File: config.mk
export PLATFORM = sky130hd
export DESIGN_NAME = lc_loop_code_top
export DESIGN_NICKNAME = d
export VERILOG_FILES = /design/src/logic/lc_pkg.sv /design/src/logic/lc_loop_code_top.sv /design/src/logic/lc_code_gen.sv /design/src/logic/lc_code_detector.sv
export VERILOG_INCLUDE_DIRS = /design/src /design/src/logic
export SDC_FILE = /design/constraint.sdc
export NUM_CORES = 1
export LEC_CHECK = 0
export BUFFER_PORTS_ARGS = -buffer_cell sky130_fd_sc_hd__buf_2
export CORE_UTILIZATION = 55
export DETAILED_ROUTE_END_ITERATION = 10
export PLACE_DENSITY = 0.73
export SYNTH_ARGS = -nofsm -noshare
export SYNTH_HDL_FRONTEND = slang
export SYNTH_SLANG_ARGS = --single-unit
File: constraint.sdc
create_clock -name clk -period 4.55 [get_ports clk]
set_clock_uncertainty 0.05 [all_clocks]
set_input_delay 0.91 -clock clk [delete_from_list [all_inputs] [get_ports clk]]
set_output_delay 0.91 -clock clk [all_outputs]
set_load 0.02 [all_outputs]
File: src/logic/lc_params.svh
// Constants for the in-band loop code generator and detectors.
// Assumes the includer uses the AHB-Lite word index (byte address / 4).
`ifndef LC_PARAMS_SVH
`define LC_PARAMS_SVH

`define LC_IDX_RX_LEN_CTRL 9'h082
`define LC_IDX_RX_LATCHED 9'h092
`define LC_IDX_RX_SPARE_DEF1 9'h09c
`define LC_IDX_RX_SPARE_DEF2 9'h09d
`define LC_IDX_RX_SPARE_CTRL 9'h09f
`define LC_IDX_RX_IRQ_MASK 9'h0a2
`define LC_IDX_RX_UP_DEF1 9'h0ac
`define LC_IDX_RX_UP_DEF2 9'h0ad
`define LC_IDX_RX_DOWN_DEF1 9'h0ae
`define LC_IDX_RX_DOWN_DEF2 9'h0af
`define LC_IDX_RX_LIVE 9'h0b2
`define LC_IDX_MODE_CTRL 9'h0c0
`define LC_IDX_TX_CTRL3 9'h183
`define LC_IDX_TX_CTRL4 9'h186
`define LC_IDX_TX_DEF1 9'h1ac
`define LC_IDX_TX_DEF2 9'h1ad

`define LC_TX_LOOP_EN_BIT 0
`define LC_TX_LEN_LSB 0
`define LC_MODE_T1_BIT 0
`define LC_MODE_NO_FBIT_BIT 1
`define LC_RX_UP_LEN_LSB 3
`define LC_RX_DOWN_LEN_LSB 0
`define LC_RX_SPARE_LEN_LSB 0
`define LC_ST_UP_SET_BIT 0
`define LC_ST_DOWN_SET_BIT 1
`define LC_ST_SPARE_SET_BIT 2
`define LC_ST_UP_CLR_BIT 4
`define LC_ST_DOWN_CLR_BIT 5
`define LC_ST_SPARE_CLR_BIT 6

`define LC_REG_RESET 8'h00
`define LC_FRAME_BITS 193
`define LC_INTEG_MS 48
`define LC_CLK_KHZ 100000
`define LC_INTEG_CYCLES (`LC_INTEG_MS * `LC_CLK_KHZ)
`define LC_MISS_SHIFT 3

`endif

File: src/logic/lc_pkg.sv
// Types shared by the loop code generator, detectors and register block.
// Assumes nothing of its surroundings.
package lc_pkg;

    typedef enum logic [0:0] {
        LC_BUS_IDLE = 1'b0,
        LC_BUS_DATA = 1'b1
    } lc_bus_state_t;

    typedef struct packed {
        logic valid;
        logic data;
    } lc_bit_t;

    typedef struct packed {
        logic strobe;
        logic frame_start;
        logic payload_bit;
        logic fbit_value;
    } lc_tx_in_t;

    // Receive length select: 0..6 give 1..7 bits, 7 gives 16 bits.
    function automatic logic [4:0] lc_rx_len(input logic [2:0] sel);
        lc_rx_len = (sel == 3'h7) ? 5'h10 : {2'b00, sel} + 5'h01;
    endfunction

    // Transmit length select: 0, 1, 2 give 5, 6, 7 bits, 3 gives 16 bits.
    function automatic logic [4:0] lc_tx_len(input logic [1:0] sel);
        lc_tx_len = (sel == 2'h3) ? 5'h10 : {3'b000, sel} + 5'h05;
    endfunction

    // Left-aligned code, first bit sent at bit 15.
    function automatic logic [15:0] lc_code16(input logic [7:0] d1, input logic [7:0] d2,
                                              input logic [4:0] len);
        lc_code16 = (len == 5'h10) ? {d1, d2} : {d1, 8'h00};
    endfunction

endpackage

File: src/logic/lc_loop_code_top.sv
// In-band loop code block: AHB-Lite registers, transmit generator, three detectors.
// Assumes a framer that strobes line bits in both directions on clk.
//
// Register access over AHB-Lite was left to the implementer.
`timescale 1ns/10ps
`default_nettype none
`include "lc_params.svh"

module lc_loop_code_top #(
    parameter int unsigned INTEG_CYCLES = `LC_INTEG_CYCLES
) (
    input wire logic clk,
    input wire logic reset,
    input wire logic hsel,
    input wire logic [31:0] haddr,
    input wire logic [1:0] htrans,
    input wire logic hwrite,
    input wire logic [2:0] hsize,
    input wire logic [31:0] hwdata,
    input wire logic hready,
    output logic hreadyout,
    output logic [31:0] hrdata,
    output logic hresp,
    input wire lc_pkg::lc_tx_in_t tx_in,
    output lc_pkg::lc_bit_t tx_out,
    input wire lc_pkg::lc_bit_t rx_in,
    output logic interrupt_out_n
);
    import lc_pkg::*;

    typedef struct packed {
        logic [7:0] rx_code_length_control;
        logic [7:0] rx_spare_code_control;
        logic [7:0] rx_loop_code_latched_status;
        logic [7:0] rx_loop_code_irq_mask;
        logic [7:0] rx_up_code_def_1;
        logic [7:0] rx_up_code_def_2;
        logic [7:0] rx_down_code_def_1;
        logic [7:0] rx_down_code_def_2;
        logic [7:0] rx_spare_code_def_1;
        logic [7:0] rx_spare_code_def_2;
        logic [7:0] mode_control;
        logic [7:0] tx_control_three;
        logic [7:0] tx_control_four;
        logic [7:0] tx_code_def_1;
        logic [7:0] tx_code_def_2;
    } lc_regs_t;

    typedef struct packed {
        lc_regs_t regs;
        lc_bus_state_t bus;
        logic [8:0] idx;
        logic wr;
        logic [31:0] rdata;
        logic rdy;
        logic [2:0] det_prev;
        logic restart_up;
        logic restart_down;
        logic restart_spare;
        logic irq_n;
    } lc_top_state_t;

    lc_top_state_t s_q;
    lc_top_state_t s_d;
    logic [2:0] det_live;
    logic t1_mode;
    logic accept;
    logic [7:0] wbyte;
    logic [7:0] events;
    logic [7:0] clear_mask;

    // Returns the current value of the register at a word index.
    function automatic logic [7:0] reg_read(input logic [8:0] idx, input lc_regs_t r,
                                            input logic [2:0] live);
        case (idx)
            `LC_IDX_RX_LEN_CTRL: begin
                reg_read = r.rx_code_length_control;
            end
            `LC_IDX_RX_SPARE_CTRL: begin
                reg_read = r.rx_spare_code_control;
            end
            `LC_IDX_RX_LATCHED: begin
                reg_read = r.rx_loop_code_latched_status;
            end
            `LC_IDX_RX_IRQ_MASK: begin
                reg_read = r.rx_loop_code_irq_mask;
            end
            `LC_IDX_RX_UP_DEF1: begin
                reg_read = r.rx_up_code_def_1;
            end
            `LC_IDX_RX_UP_DEF2: begin
                reg_read = r.rx_up_code_def_2;
            end
            `LC_IDX_RX_DOWN_DEF1: begin
                reg_read = r.rx_down_code_def_1;
            end
            `LC_IDX_RX_DOWN_DEF2: begin
                reg_read = r.rx_down_code_def_2;
            end
            `LC_IDX_RX_SPARE_DEF1: begin
                reg_read = r.rx_spare_code_def_1;
            end
            `LC_IDX_RX_SPARE_DEF2: begin
                reg_read = r.rx_spare_code_def_2;
            end
            `LC_IDX_RX_LIVE: begin
                reg_read = {5'b00000, live};
            end
            `LC_IDX_MODE_CTRL: begin
                reg_read = r.mode_control;
            end
            `LC_IDX_TX_CTRL3: begin
                reg_read = r.tx_control_three;
            end
            `LC_IDX_TX_CTRL4: begin
                reg_read = r.tx_control_four;
            end
            `LC_IDX_TX_DEF1: begin
                reg_read = r.tx_code_def_1;
            end
            `LC_IDX_TX_DEF2: begin
                reg_read = r.tx_code_def_2;
            end
            default: begin
                reg_read = 8'h00;
            end
        endcase
    endfunction

    assign t1_mode = s_q.regs.mode_control[`LC_MODE_T1_BIT];

    always_comb begin
        s_d = s_q;
        s_d.restart_up = 1'b0;
        s_d.restart_down = 1'b0;
        s_d.restart_spare = 1'b0;
        accept = hsel && hready && htrans[1];
        wbyte = hwdata[7:0];
        clear_mask = 8'h00;

        case (s_q.bus)
            LC_BUS_IDLE: begin
                if (accept) begin
                    s_d.idx = haddr[10:2];
                    s_d.wr = hwrite;
                    s_d.rdy = 1'b0;
                    s_d.bus = LC_BUS_DATA;
                end
            end
            LC_BUS_DATA: begin
                s_d.rdy = 1'b1;
                s_d.bus = LC_BUS_IDLE;
                if (s_q.wr) begin
                    case (s_q.idx)
                        `LC_IDX_RX_LEN_CTRL: begin
                            s_d.regs.rx_code_length_control = wbyte;
                        end
                        `LC_IDX_RX_SPARE_CTRL: begin
                            s_d.regs.rx_spare_code_control = wbyte;
                        end
                        `LC_IDX_RX_LATCHED: begin
                            clear_mask = wbyte;
                        end
                        `LC_IDX_RX_IRQ_MASK: begin
                            s_d.regs.rx_loop_code_irq_mask = wbyte;
                        end
                        `LC_IDX_RX_UP_DEF1: begin
                            s_d.regs.rx_up_code_def_1 = wbyte;
                            s_d.restart_up = 1'b1;
                        end
                        `LC_IDX_RX_UP_DEF2: begin
                            s_d.regs.rx_up_code_def_2 = wbyte;
                            s_d.restart_up = 1'b1;
                        end
                        `LC_IDX_RX_DOWN_DEF1: begin
                            s_d.regs.rx_down_code_def_1 = wbyte;
                            s_d.restart_down = 1'b1;
                        end
                        `LC_IDX_RX_DOWN_DEF2: begin
                            s_d.regs.rx_down_code_def_2 = wbyte;
                            s_d.restart_down = 1'b1;
                        end
                        `LC_IDX_RX_SPARE_DEF1: begin
                            s_d.regs.rx_spare_code_def_1 = wbyte;
                            s_d.restart_spare = 1'b1;
                        end
                        `LC_IDX_RX_SPARE_DEF2: begin
                            s_d.regs.rx_spare_code_def_2 = wbyte;
                            s_d.restart_spare = 1'b1;
                        end
                        `LC_IDX_MODE_CTRL: begin
                            s_d.regs.mode_control = wbyte;
                        end
                        `LC_IDX_TX_CTRL3: begin
                            s_d.regs.tx_control_three = wbyte;
                        end
                        `LC_IDX_TX_CTRL4: begin
                            s_d.regs.tx_control_four = wbyte;
                        end
                        `LC_IDX_TX_DEF1: begin
                            s_d.regs.tx_code_def_1 = wbyte;
                        end
                        `LC_IDX_TX_DEF2: begin
                            s_d.regs.tx_code_def_2 = wbyte;
                        end
                        default: begin
                            clear_mask = 8'h00;
                        end
                    endcase
                end else begin
                    s_d.rdata = {24'h00_0000, reg_read(s_q.idx, s_q.regs, det_live)};
                end
            end
            default: begin
                s_d.bus = LC_BUS_IDLE;
                s_d.rdy = 1'b1;
            end
        endcase

        // Detection edges become latched set and clear events.
        events = 8'h00;
        events[`LC_ST_UP_SET_BIT] = det_live[0] && !s_q.det_prev[0];
        events[`LC_ST_DOWN_SET_BIT] = det_live[1] && !s_q.det_prev[1];
        events[`LC_ST_SPARE_SET_BIT] = det_live[2] && !s_q.det_prev[2];
        events[`LC_ST_UP_CLR_BIT] = !det_live[0] && s_q.det_prev[0];
        events[`LC_ST_DOWN_CLR_BIT] = !det_live[1] && s_q.det_prev[1];
        events[`LC_ST_SPARE_CLR_BIT] = !det_live[2] && s_q.det_prev[2];
        s_d.det_prev = det_live;

        // A new event wins over a clear written in the same cycle.
        s_d.regs.rx_loop_code_latched_status =
            (s_q.regs.rx_loop_code_latched_status & ~clear_mask) | events;

        s_d.irq_n = ~|(s_d.regs.rx_loop_code_latched_status
                       & s_d.regs.rx_loop_code_irq_mask);
    end

    always_ff @(posedge clk) begin
        if (reset) begin
            s_q <= '0;
            s_q.rdy <= 1'b1;
            s_q.irq_n <= 1'b1;
            s_q.bus <= LC_BUS_IDLE;
        end else begin
            s_q <= s_d;
        end
    end

    lc_code_gen u_gen (
        .clk(clk),
        .reset(reset),
        .tx_in(tx_in),
        .enable(t1_mode && s_q.regs.tx_control_three[`LC_TX_LOOP_EN_BIT]),
        .fbit_insert(!s_q.regs.mode_control[`LC_MODE_NO_FBIT_BIT]),
        .def1(s_q.regs.tx_code_def_1),
        .def2(s_q.regs.tx_code_def_2),
        .len_sel(s_q.regs.tx_control_four[`LC_TX_LEN_LSB +: 2]),
        .tx_out(tx_out)
    );

    lc_code_detector #(.WINDOW_CYCLES(INTEG_CYCLES)) u_det_up (
        .clk(clk),
        .reset(reset),
        .enable(t1_mode),
        .restart(s_q.restart_up),
        .rx_in(rx_in),
        .def1(s_q.regs.rx_up_code_def_1),
        .def2(s_q.regs.rx_up_code_def_2),
        .len_sel(s_q.regs.rx_code_length_control[`LC_RX_UP_LEN_LSB +: 3]),
        .detected(det_live[0])
    );

    lc_code_detector #(.WINDOW_CYCLES(INTEG_CYCLES)) u_det_down (
        .clk(clk),
        .reset(reset),
        .enable(t1_mode),
        .restart(s_q.restart_down),
        .rx_in(rx_in),
        .def1(s_q.regs.rx_down_code_def_1),
        .def2(s_q.regs.rx_down_code_def_2),
        .len_sel(s_q.regs.rx_code_length_control[`LC_RX_DOWN_LEN_LSB +: 3]),
        .detected(det_live[1])
    );

    lc_code_detector #(.WINDOW_CYCLES(INTEG_CYCLES)) u_det_spare (
        .clk(clk),
        .reset(reset),
        .enable(t1_mode),
        .restart(s_q.restart_spare),
        .rx_in(rx_in),
        .def1(s_q.regs.rx_spare_code_def_1),
        .def2(s_q.regs.rx_spare_code_def_2),
        .len_sel(s_q.regs.rx_spare_code_control[`LC_RX_SPARE_LEN_LSB +: 3]),
        .detected(det_live[2])
    );

    assign hreadyout = s_q.rdy;
    assign hrdata = s_q.rdata;
    assign hresp = 1'b0;
    assign interrupt_out_n = s_q.irq_n;
endmodule
`default_nettype wire

File: src/logic/lc_code_gen.sv
// Transmit loop code generator, one line bit per strobe.
// Assumes the framer strobes once per line bit and marks the F-bit slot.
`timescale 1ns/10ps
`default_nettype none
module lc_code_gen (
    input wire logic clk,
    input wire logic reset,
    input wire lc_pkg::lc_tx_in_t tx_in,
    input wire logic enable,
    input wire logic fbit_insert,
    input wire logic [7:0] def1,
    input wire logic [7:0] def2,
    input wire logic [1:0] len_sel,
    output lc_pkg::lc_bit_t tx_out
);
    import lc_pkg::*;

    typedef struct packed {
        logic [7:0] pos;
        logic [3:0] ph;
        lc_bit_t out;
    } lc_gen_state_t;

    lc_gen_state_t s_q;
    lc_gen_state_t s_d;
    logic [4:0] len;
    logic [15:0] code;

    always_comb begin
        s_d = s_q;
        len = lc_tx_len(len_sel);
        code = lc_code16(def1, def2, len);
        s_d.out.valid = tx_in.strobe;
        if (tx_in.strobe) begin
            s_d.out.data = tx_in.payload_bit;
            if (enable) begin
                s_d.out.data = code[4'hf - s_q.ph];
                s_d.ph = ({1'b0, s_q.ph} == len - 5'h01) ? 4'h0 : s_q.ph + 4'h1;
            end
            if ((tx_in.frame_start || s_q.pos == 8'h00) && fbit_insert) begin
                s_d.out.data = tx_in.fbit_value;
            end
            if (tx_in.frame_start) begin
                s_d.pos = 8'h01;
            end else if (s_q.pos == 8'(`LC_FRAME_BITS - 1)) begin
                s_d.pos = 8'h00;
            end else begin
                s_d.pos = s_q.pos + 8'h01;
            end
        end
        // The phase waits at the first code bit while the loop is off.
        if (!enable) begin
            s_d.ph = 4'h0;
        end
    end

    always_ff @(posedge clk) begin
        if (reset) begin
            s_q <= '0;
        end else begin
            s_q <= s_d;
        end
    end

    assign tx_out = s_q.out;
endmodule
`default_nettype wire

File: src/logic/lc_code_detector.sv
// One programmable repeating-code detector with a timed integration window.
// Assumes one received line bit per valid strobe, framed or unframed.
`timescale 1ns/10ps
`default_nettype none
module lc_code_detector #(
    parameter int unsigned WINDOW_CYCLES = 4800000
) (
    input wire logic clk,
    input wire logic reset,
    input wire logic enable,
    input wire logic restart,
    input wire lc_pkg::lc_bit_t rx_in,
    input wire logic [7:0] def1,
    input wire logic [7:0] def2,
    input wire logic [2:0] len_sel,
    output logic detected
);
    import lc_pkg::*;

    typedef struct packed {
        logic [15:0] hist;
        logic [3:0] ph;
        logic [31:0] win;
        logic [31:0] bits;
        logic [31:0] misses;
        logic det;
    } lc_det_state_t;

    lc_det_state_t s_q;
    lc_det_state_t s_d;
    logic [4:0] len;
    logic [15:0] code;
    logic [15:0] mask;

    always_comb begin
        s_d = s_q;
        len = lc_rx_len(len_sel);
        code = lc_code16(def1, def2, len);
        mask = 16'hffff >> (5'h10 - len);
        if (rx_in.valid) begin
            s_d.hist = {s_q.hist[14:0], rx_in.data};
            s_d.bits = s_q.bits + 32'h0000_0001;
            if (rx_in.data != code[4'hf - s_q.ph]) begin
                s_d.misses = s_q.misses + 32'h0000_0001;
            end
            s_d.ph = ({1'b0, s_q.ph} == len - 5'h01) ? 4'h0 : s_q.ph + 4'h1;
            if (((s_d.hist ^ (code >> (5'h10 - len))) & mask) == 16'h0000) begin
                s_d.ph = 4'h0;
            end
        end
        if (s_q.win == WINDOW_CYCLES - 1) begin
            s_d.win = '0;
            s_d.bits = '0;
            s_d.misses = '0;
            s_d.det = (s_q.bits != 0) && ((s_q.misses << `LC_MISS_SHIFT) < s_q.bits);
        end else begin
            s_d.win = s_q.win + 32'h0000_0001;
        end
        if (restart || !enable) begin
            s_d.win = '0;
            s_d.bits = '0;
            s_d.misses = '0;
        end
        if (!enable) begin
            s_d.det = 1'b0;
        end
    end

    always_ff @(posedge clk) begin
        if (reset) begin
            s_q <= '0;
        end else begin
            s_q <= s_d;
        end
    end

    assign detected = s_q.det;
endmodule
`default_nettype wire

Word level (Yosys, flattened, before mapping)
Cells that the tools add are included.
{ "totals": {"register_bits": 509, "latch_bits": 0, "ramBits": 0, "mem_bits_ro": 0, "output_inout_bits": 37, "word_cells": 253, "memories": 0} }
{ "classes": {"addsub": 29, "n_mul": 0, "n_div": 0, "magnitude_cmp": 7, "eq_ne": 36, "shifts": 6, "mux": 52, "bitwise": 14, "reduce_logical": 62} }
{ "op_table": {"columns": ["op", "count"], "rows": [
  ["$add A32 B1 Y32 const B", 9],
  ["$mux W96", 2],
  ["$mux W8", 21],
  ["$pmux W8 S16", 1],
  ["$eq A9 B8 Y1 const B", 12],
  ["$eq A32 B23 Y1 const B", 3],
  ["$lt A32 B32 Y1", 3],
  ["$reduce_bool A32 Y1", 3],
  ["$and A16 B16 Y16", 3],
  ["$logic_not A16 Y1", 3],
  ["$shr A16 B5 Y16", 3],
  ["$shr A16 B5 Y16 const A", 3],
  ["$xor A16 B16 Y16", 3],
  ["$reduce_and A3 Y1", 13],
  ["$eq A9 B9 Y1 const B", 4],
  ["$mux W4", 7],
  ["$eq A4 B5 Y1", 4],
  ["$eq A5 B5 Y1 const B", 4],
  ["$lt A4 B5 Y1 const B", 4],
  ["$mux W5", 4],
  ["$sub A5 B1 Y5 const B", 4],
  ["$add A4 B1 Y4 const B", 4],
  ["$and A8 B8 Y8", 2],
  ["$bmux W1 S4", 4],
  ["other kinds (24)", 83]
]} }

Longest topological paths before layout
Gate-level depths: netlist of the first run.
{ "depth": {"depth_word": 10, "mapped_depth": 19, "ltp_nobuf": 16} }

By module
Synthesis of the first run repeated with hierarchy kept, for this count alone.
{ "unflattened": {"cells_unflattened": 3400, "area_unflattened_um2": 28766.3} }
{ "by_module_without_submodules": {"columns": ["mod", "instances", "cells_each", "area_each_um2"], "rows": [
  ["lc_code_detector (u_det_down ...)", 2, 837, 6925.4],
  ["lc_loop_code_top", 1, 811, 7153.1],
  ["lc_code_detector (u_det_spare)", 1, 809, 6881.6],
  ["lc_code_gen", 1, 106, 880.8]
]} }

Least setup slack after synthesis of the first run
OpenSTA, ideal clock, no wires.
{ "synth_path": {"path_type": "register -> register", "from": "reg s_q[163] (netlist bit)", "to": "reg u_det_down.s_q[98] (netlist bit)", "arrival_time_ps": 3584, "setup_slack_ps": 784, "path_stages_with_launch": 18, "path_cell_list": "dfxtp_1 ha_1 ha_1 buf_2 nor2_2 buf_2 ha_1 buf_2 buf_2 nand2_1 mux4_2 xnor2_1 a2111oi_0 o2111ai_1 nor4_1 nor2_1 o211ai_1 a21oi_1"} }
{ "synth_between": {"elab_chain_len": 9} }
{ "synth_lines": {"columns": ["element", "line_no", "source"], "rows": [
  ["start, declared", "lc_loop_code_top.sv:63", "lc_top_state_t s_q;"],
  ["$add A3 B1 Y4 or $eq A3 B3 Y1 (tied branches)", "lc_pkg.sv:24", "lc_rx_len = (sel == 3'h7) ? 5'h10 : {2'b00, sel} + 5'h01;"],
  ["$mux W5 *", "lc_pkg.sv:24", null],
  ["branches (longest 6 deep; another with $sub A5 B5 Y5)", null, null],
  ["$mux W4 *", "lc_code_detector.sv:47", "if (((s_d.hist ^ (code >> (5'h10 - len))) & mask) == 16'h0000) begin"],
  ["end signal, assigned", "lc_code_detector.sv:71", "s_q <= '0;"],
  ["end signal, assigned", "lc_code_detector.sv:73", "s_q <= s_d;"],
  ["end, declared", "lc_code_detector.sv:29", "lc_det_state_t s_q;"]
]} }
Mark *: on every way between the ends.
A chain may end at the register's enable or synchronous reset.

Worst setup path after layout of the first run
{ "layout_path": {"from": "reg s_q[155] (netlist bit)", "to": "reg u_det_spare.s_q[97] (netlist bit)"} }
{ "layout_between": {"elab_chain_len": 9} }
{ "layout_lines": {"columns": ["element", "line_no"], "rows": [
  ["$add A3 B1 Y4 or $eq A3 B3 Y1 (tied branches)", "lc_pkg.sv:24"],
  ["$mux W5 *", "lc_pkg.sv:24"],
  ["branches (longest 6 deep; another with $sub A5 B5 Y5)", null],
  ["$mux W4 *", "lc_code_detector.sv:47"],
  ["end signal, assigned", "lc_code_detector.sv:71"],
  ["end signal, assigned", "lc_code_detector.sv:73"],
  ["end, declared", "lc_code_detector.sv:29"]
]} }
Marked as above.

==> flow_summary.yaml, run 1 <==
run_status:
  status: "finished clean"
timing:
  fmax_mhz: 252
  fin_crit_ns: 3.96
  slew_viol_final: 0
  setup_viol: 0
  finalHoldViolCount: 0
  tns_ns: 0
  relSlewSlack_pct: 24.0
  worst_pin_slew_ns: 1.13
  fin_crit_sh_pct: 87.1
  rsz0062_at_grt: "false"
critical_path:
  cp-end-kind: "register"
  arrival_ns: 4.39
  required_ns: 4.98
  cp_max_fo: 22
  crit_path_start_kind: "register"
  critPathKind: "reg2reg"
drt:
  post_drt_via_cell_ratio: 6.02
  dr_wl_met3_mm: 4.31
  wire_per_inst_um: 18.0
  drc: 0
  top_layer_used: "met4"
  ant_nets: 0
  wl_met1_mm: 30.9
  dr.pass1.iters: 7
  drt-initial-drc-count: 2070
  drt_wl_total_mm: 70.0
  wl_met2_mm: 32.2
  via_count: 23400
synthesis:
  synth_top_area_share_pct: 35.0
  yosys-top-cells-area: "dfxtp_1, nor2_1, xnor2_1, ha_1, nand2_1"
  yosys_warnings: 0
  yosysMostFrequentCell: "dfxtp_1"
  async_flop_share_pct: 0
  yosys_most_used_dff: "dfxtp_1"
  yosysTopAreaCell: "dfxtp_1"
  synth-seq-cells: 470
  yosysSeqAreaShare_pct: 35.0
  syn_area_per_cell_um2: 8.23
  synthDistinctLibCells: 94
  synth_edf_count: 0
  netlist_area_um2: 26900
  synth_cells: 3266
  synthTopCellsByCount: "dfxtp_1, nor2_1, nand2_1, a21oi_1, xnor2_1"
floorplanning:
  io_pins: 117
  die_area_um2: 49800
  die_h_um: 223
  rows: 80
  coreArea_um2: 47900
  initial_core_util_pct: 56.1
  die_w_um: 223
global_routing:
  overflow: 0
  antenna_found_initial: 0
  grtUsageTotal_pct: 27.7
  grt_start_max_net_pins: 83
  grt_pass1_vias: 22200
  grt_pass1_wl_mm: 113
cts:
  cts-resized-gates: 0
  cts_setup_buffers: 0
  cts_hold_buf: 0
  clk_pin_slew_ns: 0.06
  cts_buffer_depth: 3
  cts_tree: "built"
  insertion_delay_ns: 0.60
  cts.sinks: 470
  htreeDepth: 2
  root_buffer: "clkbuf_16"
  cts-buffers-inserted: 49
placed_design:
  portBuffers: 40
  place_area_um2: 27400
  routabilityCongestion: 0.911
  dp_hpwl_mm: 49.8
cells_and_area:
  area_delta_synth_final_pct: 8.19
  fin_nets: 3441
  design_area_um2: 29100
  diodes: 0
  drive_gt1_share_pct: 7.88
worst_hold_path:
  hold_path_class: "reg2reg"
flow_run:
  cap_violations: 0
power_and_ir_drop:
  irDropWorstVdd_v: 0.000346
  p_per_area_nw_per_um2: 292
  p_leak_nw: 9.89
where the power goes:
part	total [mW]	internal, mW	leakage [nW]	switching, mW
logic	0.169	0.0403	5.29	0.129
registers	4.14	4.12	3.79	0.0138
clock network	4.18	2.47	0.808	1.71
final cells by class:
type                            count  area (um2)
Clock inverter                     21         315
Timing Repair Buffer               91         614
Sequential cell                   470        9410
Fill cell                        4141       18900
Inverter                          150         563
Multi-Input combinational cell   2474       16100
Tap cell                          615         769
Clock buffer                       67        1340
routing by layer:
layer  track usage (%)  vias up
met2              45.6      814
li1                  -    11300
met3              3.33      182
met1              36.8    11200
met4              11.4        0
met5                 0        -
logic make-up (layout without fill, tap and decap cells):
| logic type | after synthesis | after routing | share of synthesized area [%] |
|---|---|---|---|
| and+or+nand+nor | 1379 | 1379 | 24.7 |
| AOI/OAI and AO/OA | 483 | 483 | 11.6 |
| DFF | 470 | 470 | 35.0 |
| buffers and inverters | 346 | 329 | 5.61 |
| xor gates and xnor gates | 306 | 306 | 9.97 |
| muxes | 156 | 156 | 7.22 |
| adders and majority gates | 125 | 125 | 5.82 |
| other | 1 | 25 | 0.0140 |
worst max-delay path, cell delays in order, from the launching register on:
cell and delay (ns):
dfxtp_1 0.60, ha_1 0.23, ha_1 0.61, nor3b_1 0.48, a221o_1 0.37, nand3_1 0.22, and4_1 0.26, o41ai_1 0.35
a21boi_1 0.24, nand4b_2 0.20, a22oi_1 0.18, nor2_1 0.05
path summary, 6_finish.rpt:
path                  startpoint                  end  slack (ns)  depth (start not counted)
max                     s_q[155]  u_det_spare.s_q[97]        0.59                         11
min          u_det_spare.s_q[65]  u_det_spare.s_q[65]        0.40                          1
max reg2reg             s_q[155]  u_det_spare.s_q[97]        0.59                         11
min reg2reg  u_det_spare.s_q[65]  u_det_spare.s_q[65]        0.40                          1
sequential cells by signal, summed over array words and instances, names as in the netlist:
| signal | cells |
|---|---|
| hrdata | 8 |
| s_q | 137 |
| u_gen.tx_out | 2 |
| u_det_up.detected | 1 |
| u_det_up.s_q | 97 |
| interrupt_out_n | 1 |
| u_det_down.s_q | 112 |
| u_det_down.detected | 1 |
| hreadyout | 1 |
| u_gen.s_q | 12 |
| u_det_spare.s_q | 97 |
| u_det_spare.detected | 1 |
stage by stage:
stage	worst slack [ns]	util, %	hold slack (ns)	total power [mW]	std cells
3_5_place_dp	0.654	57.2	0.387	4.39	3800
6_report	0.588	60.7	0.399	8.48	3888
4_1_cts	0.647	60.7	0.398	8.55	3888
2_1_floorplan	0.784	-	0.363	4.35	3290
5_1_grt	0.310	60.7	0.418	8.72	3888
3_3_place_gp	0.752	57.2	0.374	4.39	3800
cell usage in the layout (no fill, tap or decap), drive strengths merged, types with 114 or more instances in the layout:
cell	count
ha	125
nand3	145
mux2i	114
nor2	436
xor2	124
dfxtp	470
nand2	342
xnor2	182
inv	150
a21oi	186
No activity file was read; power rests on OpenSTA's default activity.
==> inputs of run 2 (changes only) <==
--- a/config.mk
+++ b/config.mk
@@ -6,10 +6,10 @@
 export SDC_FILE = /design/constraint.sdc
 export NUM_CORES = 1
 export LEC_CHECK = 0
+export ABC_AREA = 1
 export BUFFER_PORTS_ARGS = -buffer_cell sky130_fd_sc_hd__buf_2
-export CORE_UTILIZATION = 55
+export CORE_UTILIZATION = 25
 export DETAILED_ROUTE_END_ITERATION = 10
-export PLACE_DENSITY = 0.73
 export SYNTH_ARGS = -nofsm -noshare
 export SYNTH_HDL_FRONTEND = slang
 export SYNTH_SLANG_ARGS = --single-unit
==> run 2 against run 1 <==
Compared with the run above: the flow now finishes with violations (DRC); hold slack worse by 0.0071 ns; via count up 20%; critical path type unchanged; global-route usage down 13 points; largest cell class unchanged; highest routed layer unchanged; maximum frequency up 1.8%; clock power up 2%; routed wire length up 22%; sequential share of layout area down 3.1 points; count of clock-buffer cells in the layout up 2; flip-flop and latch count unchanged; sequential power about the same; core utilization down 33 points; register-to-register slack better by 0.07 ns.
==> flow_summary.yaml, run 2 <==
critical_path:
  regToRegStartpoint: "s_q[166]"
  required_ns: 4.97
  crit_path_start_kind: "register"
  critPathKind: "reg2reg"
  arrival_ns: 4.31
  cp-end-kind: "register"
  crit_start: "s_q[166]"
  cp_max_fo: 17
timing:
  slew_viol_final: 0
  fin_crit_ns: 3.89
  finalHoldViolCount: 0
  rsz0062_at_grt: "false"
  worst_pin_slew_ns: 1.05
  relSlewSlack_pct: 30.0
  fmax_mhz: 257
  setup_viol: 0
  fin_crit_sh_pct: 85.6
  tns_ns: 0
  setup_ws_ns: 0.656
cts:
  cts_hold_buf: 0
  htreeDepth: 2
  root_buffer: "clkbuf_16"
  cts_buffer_depth: 3
  cts-resized-gates: 0
  cts.sinks: 470
  clk_pin_slew_ns: 0.06
  cts_setup_buffers: 0
  cts_tree: "built"
  cts-buffers-inserted: 53
  insertion_delay_ns: 0.64
placed_design:
  placed_cells: 5769
  place_ws_ns: 0.690
  portBuffers: 40
  dp_hpwl_mm: 63.6
  routabilityCongestion: 0.923
drt:
  wl_met2_mm: 37.8
  dr.pass1.iters: 9
  via_count: 28100
  drt-initial-drc-count: 2272
  drc: 36
  wl_met1_mm: 40.3
  dr_wl_met3_mm: 4.34
  top_layer_used: "met4"
  wire_per_inst_um: 14.5
  post_drt_via_cell_ratio: 4.80
  ant_nets: 0
  drt_wl_total_mm: 85.1
floorplanning:
  die_area_um2: 117000
  io_pins: 117
  initial_core_util_pct: 25.3
  coreArea_um2: 115000
  die_w_um: 342
  die_h_um: 342
  rows: 124
run_status:
  violations: "DRC"
  status: "finished, violations left"
synthesis:
  synthTopCellsByCount: "nand2_1, inv_1, dfxtp_1, nor2_1, a21oi_1"
  synth-seq-cells: 470
  yosys_warnings: 0
  synthDistinctLibCells: 70
  yosys_most_used_dff: "dfxtp_1"
  syn_area_per_cell_um2: 6.68
  yosys-top-cells-area: "dfxtp_1, nand2_1, inv_1, a21oi_1, nand3_1"
  synth_cells: 4337
  async_flop_share_pct: 0
  synth_top_area_share_pct: 32.5
  netlist_area_um2: 29000
  synth_edf_count: 0
  yosysMostFrequentCell: "nand2_1"
  yosysTopAreaCell: "dfxtp_1"
  yosysSeqAreaShare_pct: 32.5
global_routing:
  antenna_found_initial: 0
  grtUsageTotal_pct: 14.3
  overflow: 0
  grt_pass1_wl_mm: 138
  grt_pass1_vias: 26100
  grt_start_max_net_pins: 72
power_and_ir_drop:
  irDropWorstVdd_v: 0.000267
  p_leak_nw: 11.4
  p_total_mw: 8.66
  p_per_area_nw_per_um2: 269
cells_and_area:
  top_regs: "s_q x137, u_det_down.s_q x112"
  area_delta_synth_final_pct: 11.1
  regMostFlops: "s_q"
  utilization_pct: 28.0
  drive_gt1_share_pct: 5.27
  largest_reg_flops: 137
  final_cell_mix: "nand2_1, inv_1, dfxtp_1"
  layout_commonest_cell: "nand2_1"
  fin_nets: 4517
  final_cells: 5857
worst_hold_path:
  min_from: "u_det_spare.s_q[65]"
  hold_path_class: "reg2reg"
flow_run:
  cap_violations: 0
run 2: critical path: stages, from the launching register on:
cell,delay [ns]
dfxtp_1,0.39
ha_1,0.17
ha_1,0.52
inv_2,0.11
nand2_1,0.20
ha_1,0.22
inv_1,0.06
ha_1,0.29
clkinv_1,0.40
nand3_1,0.32
nand3_1,0.13
nand2_1,0.08
nand2_1,0.05
nand3_1,0.07
nand2_1,0.06
o21ai_0,0.16
nand3_1,0.23
nand2_1,0.12
a21oi_1,0.07
run 2: routing by layer:
layer	up-vias	GRT usage (%)
li1	14400	-
met2	689	23.0
met1	12900	19.5
met4	0	5.03
met5	-	0
met3	154	1.68
run 2: final cells by class:
type	instances	area [um2]
Antenna cell	1	2.50
Clock buffer	69	1450
Clock inverter	18	240
Fill cell	12600	82500
Inverter	537	2020
Multi-Input combinational cell	3187	16800
Sequential cell	470	9410
Tap cell	1512	1890
Timing Repair Buffer	63	388
run 2: stage by stage:
stage / hold WS (ns) / instance area (um2)
after floorplan: 0.368 / 29000
after global placement: 0.379 / 30500
after detailed placement: 0.386 / 30500
after CTS: 0.394 / 32200
after global routing: 0.401 / 32200
final: 0.392 / 32200
run 2: final timing paths:
check,to,slack [ns],depth (start not counted)
hold / removal,u_det_spare.s_q[65],0.39,1
setup / recovery,u_det_up.s_q[99],0.66,18
setup reg to reg,u_det_up.s_q[99],0.66,18
hold reg to reg,u_det_spare.s_q[65],0.39,1
run 2: report_power, final:
part / switching (mW) / internal, mW / total (mW)
clock network: 1.82 / 2.45 / 4.27
registers: 0.0253 / 4.13 / 4.16
logic: 0.182 / 0.0463 / 0.228
total: 2.03 / 6.63 / 8.66
run 2: kinds of logic after synthesis:
group,count (synthesis),synth area share (%)
and+or+nand+nor,2148,33.4
buffers and inverters,704,9.94
adders and majority gates,125,5.40
AOI/OAI and AO/OA,769,15.1
xor gates and xnor gates,120,3.72
other,1,0.0130
DFF,470,32.5
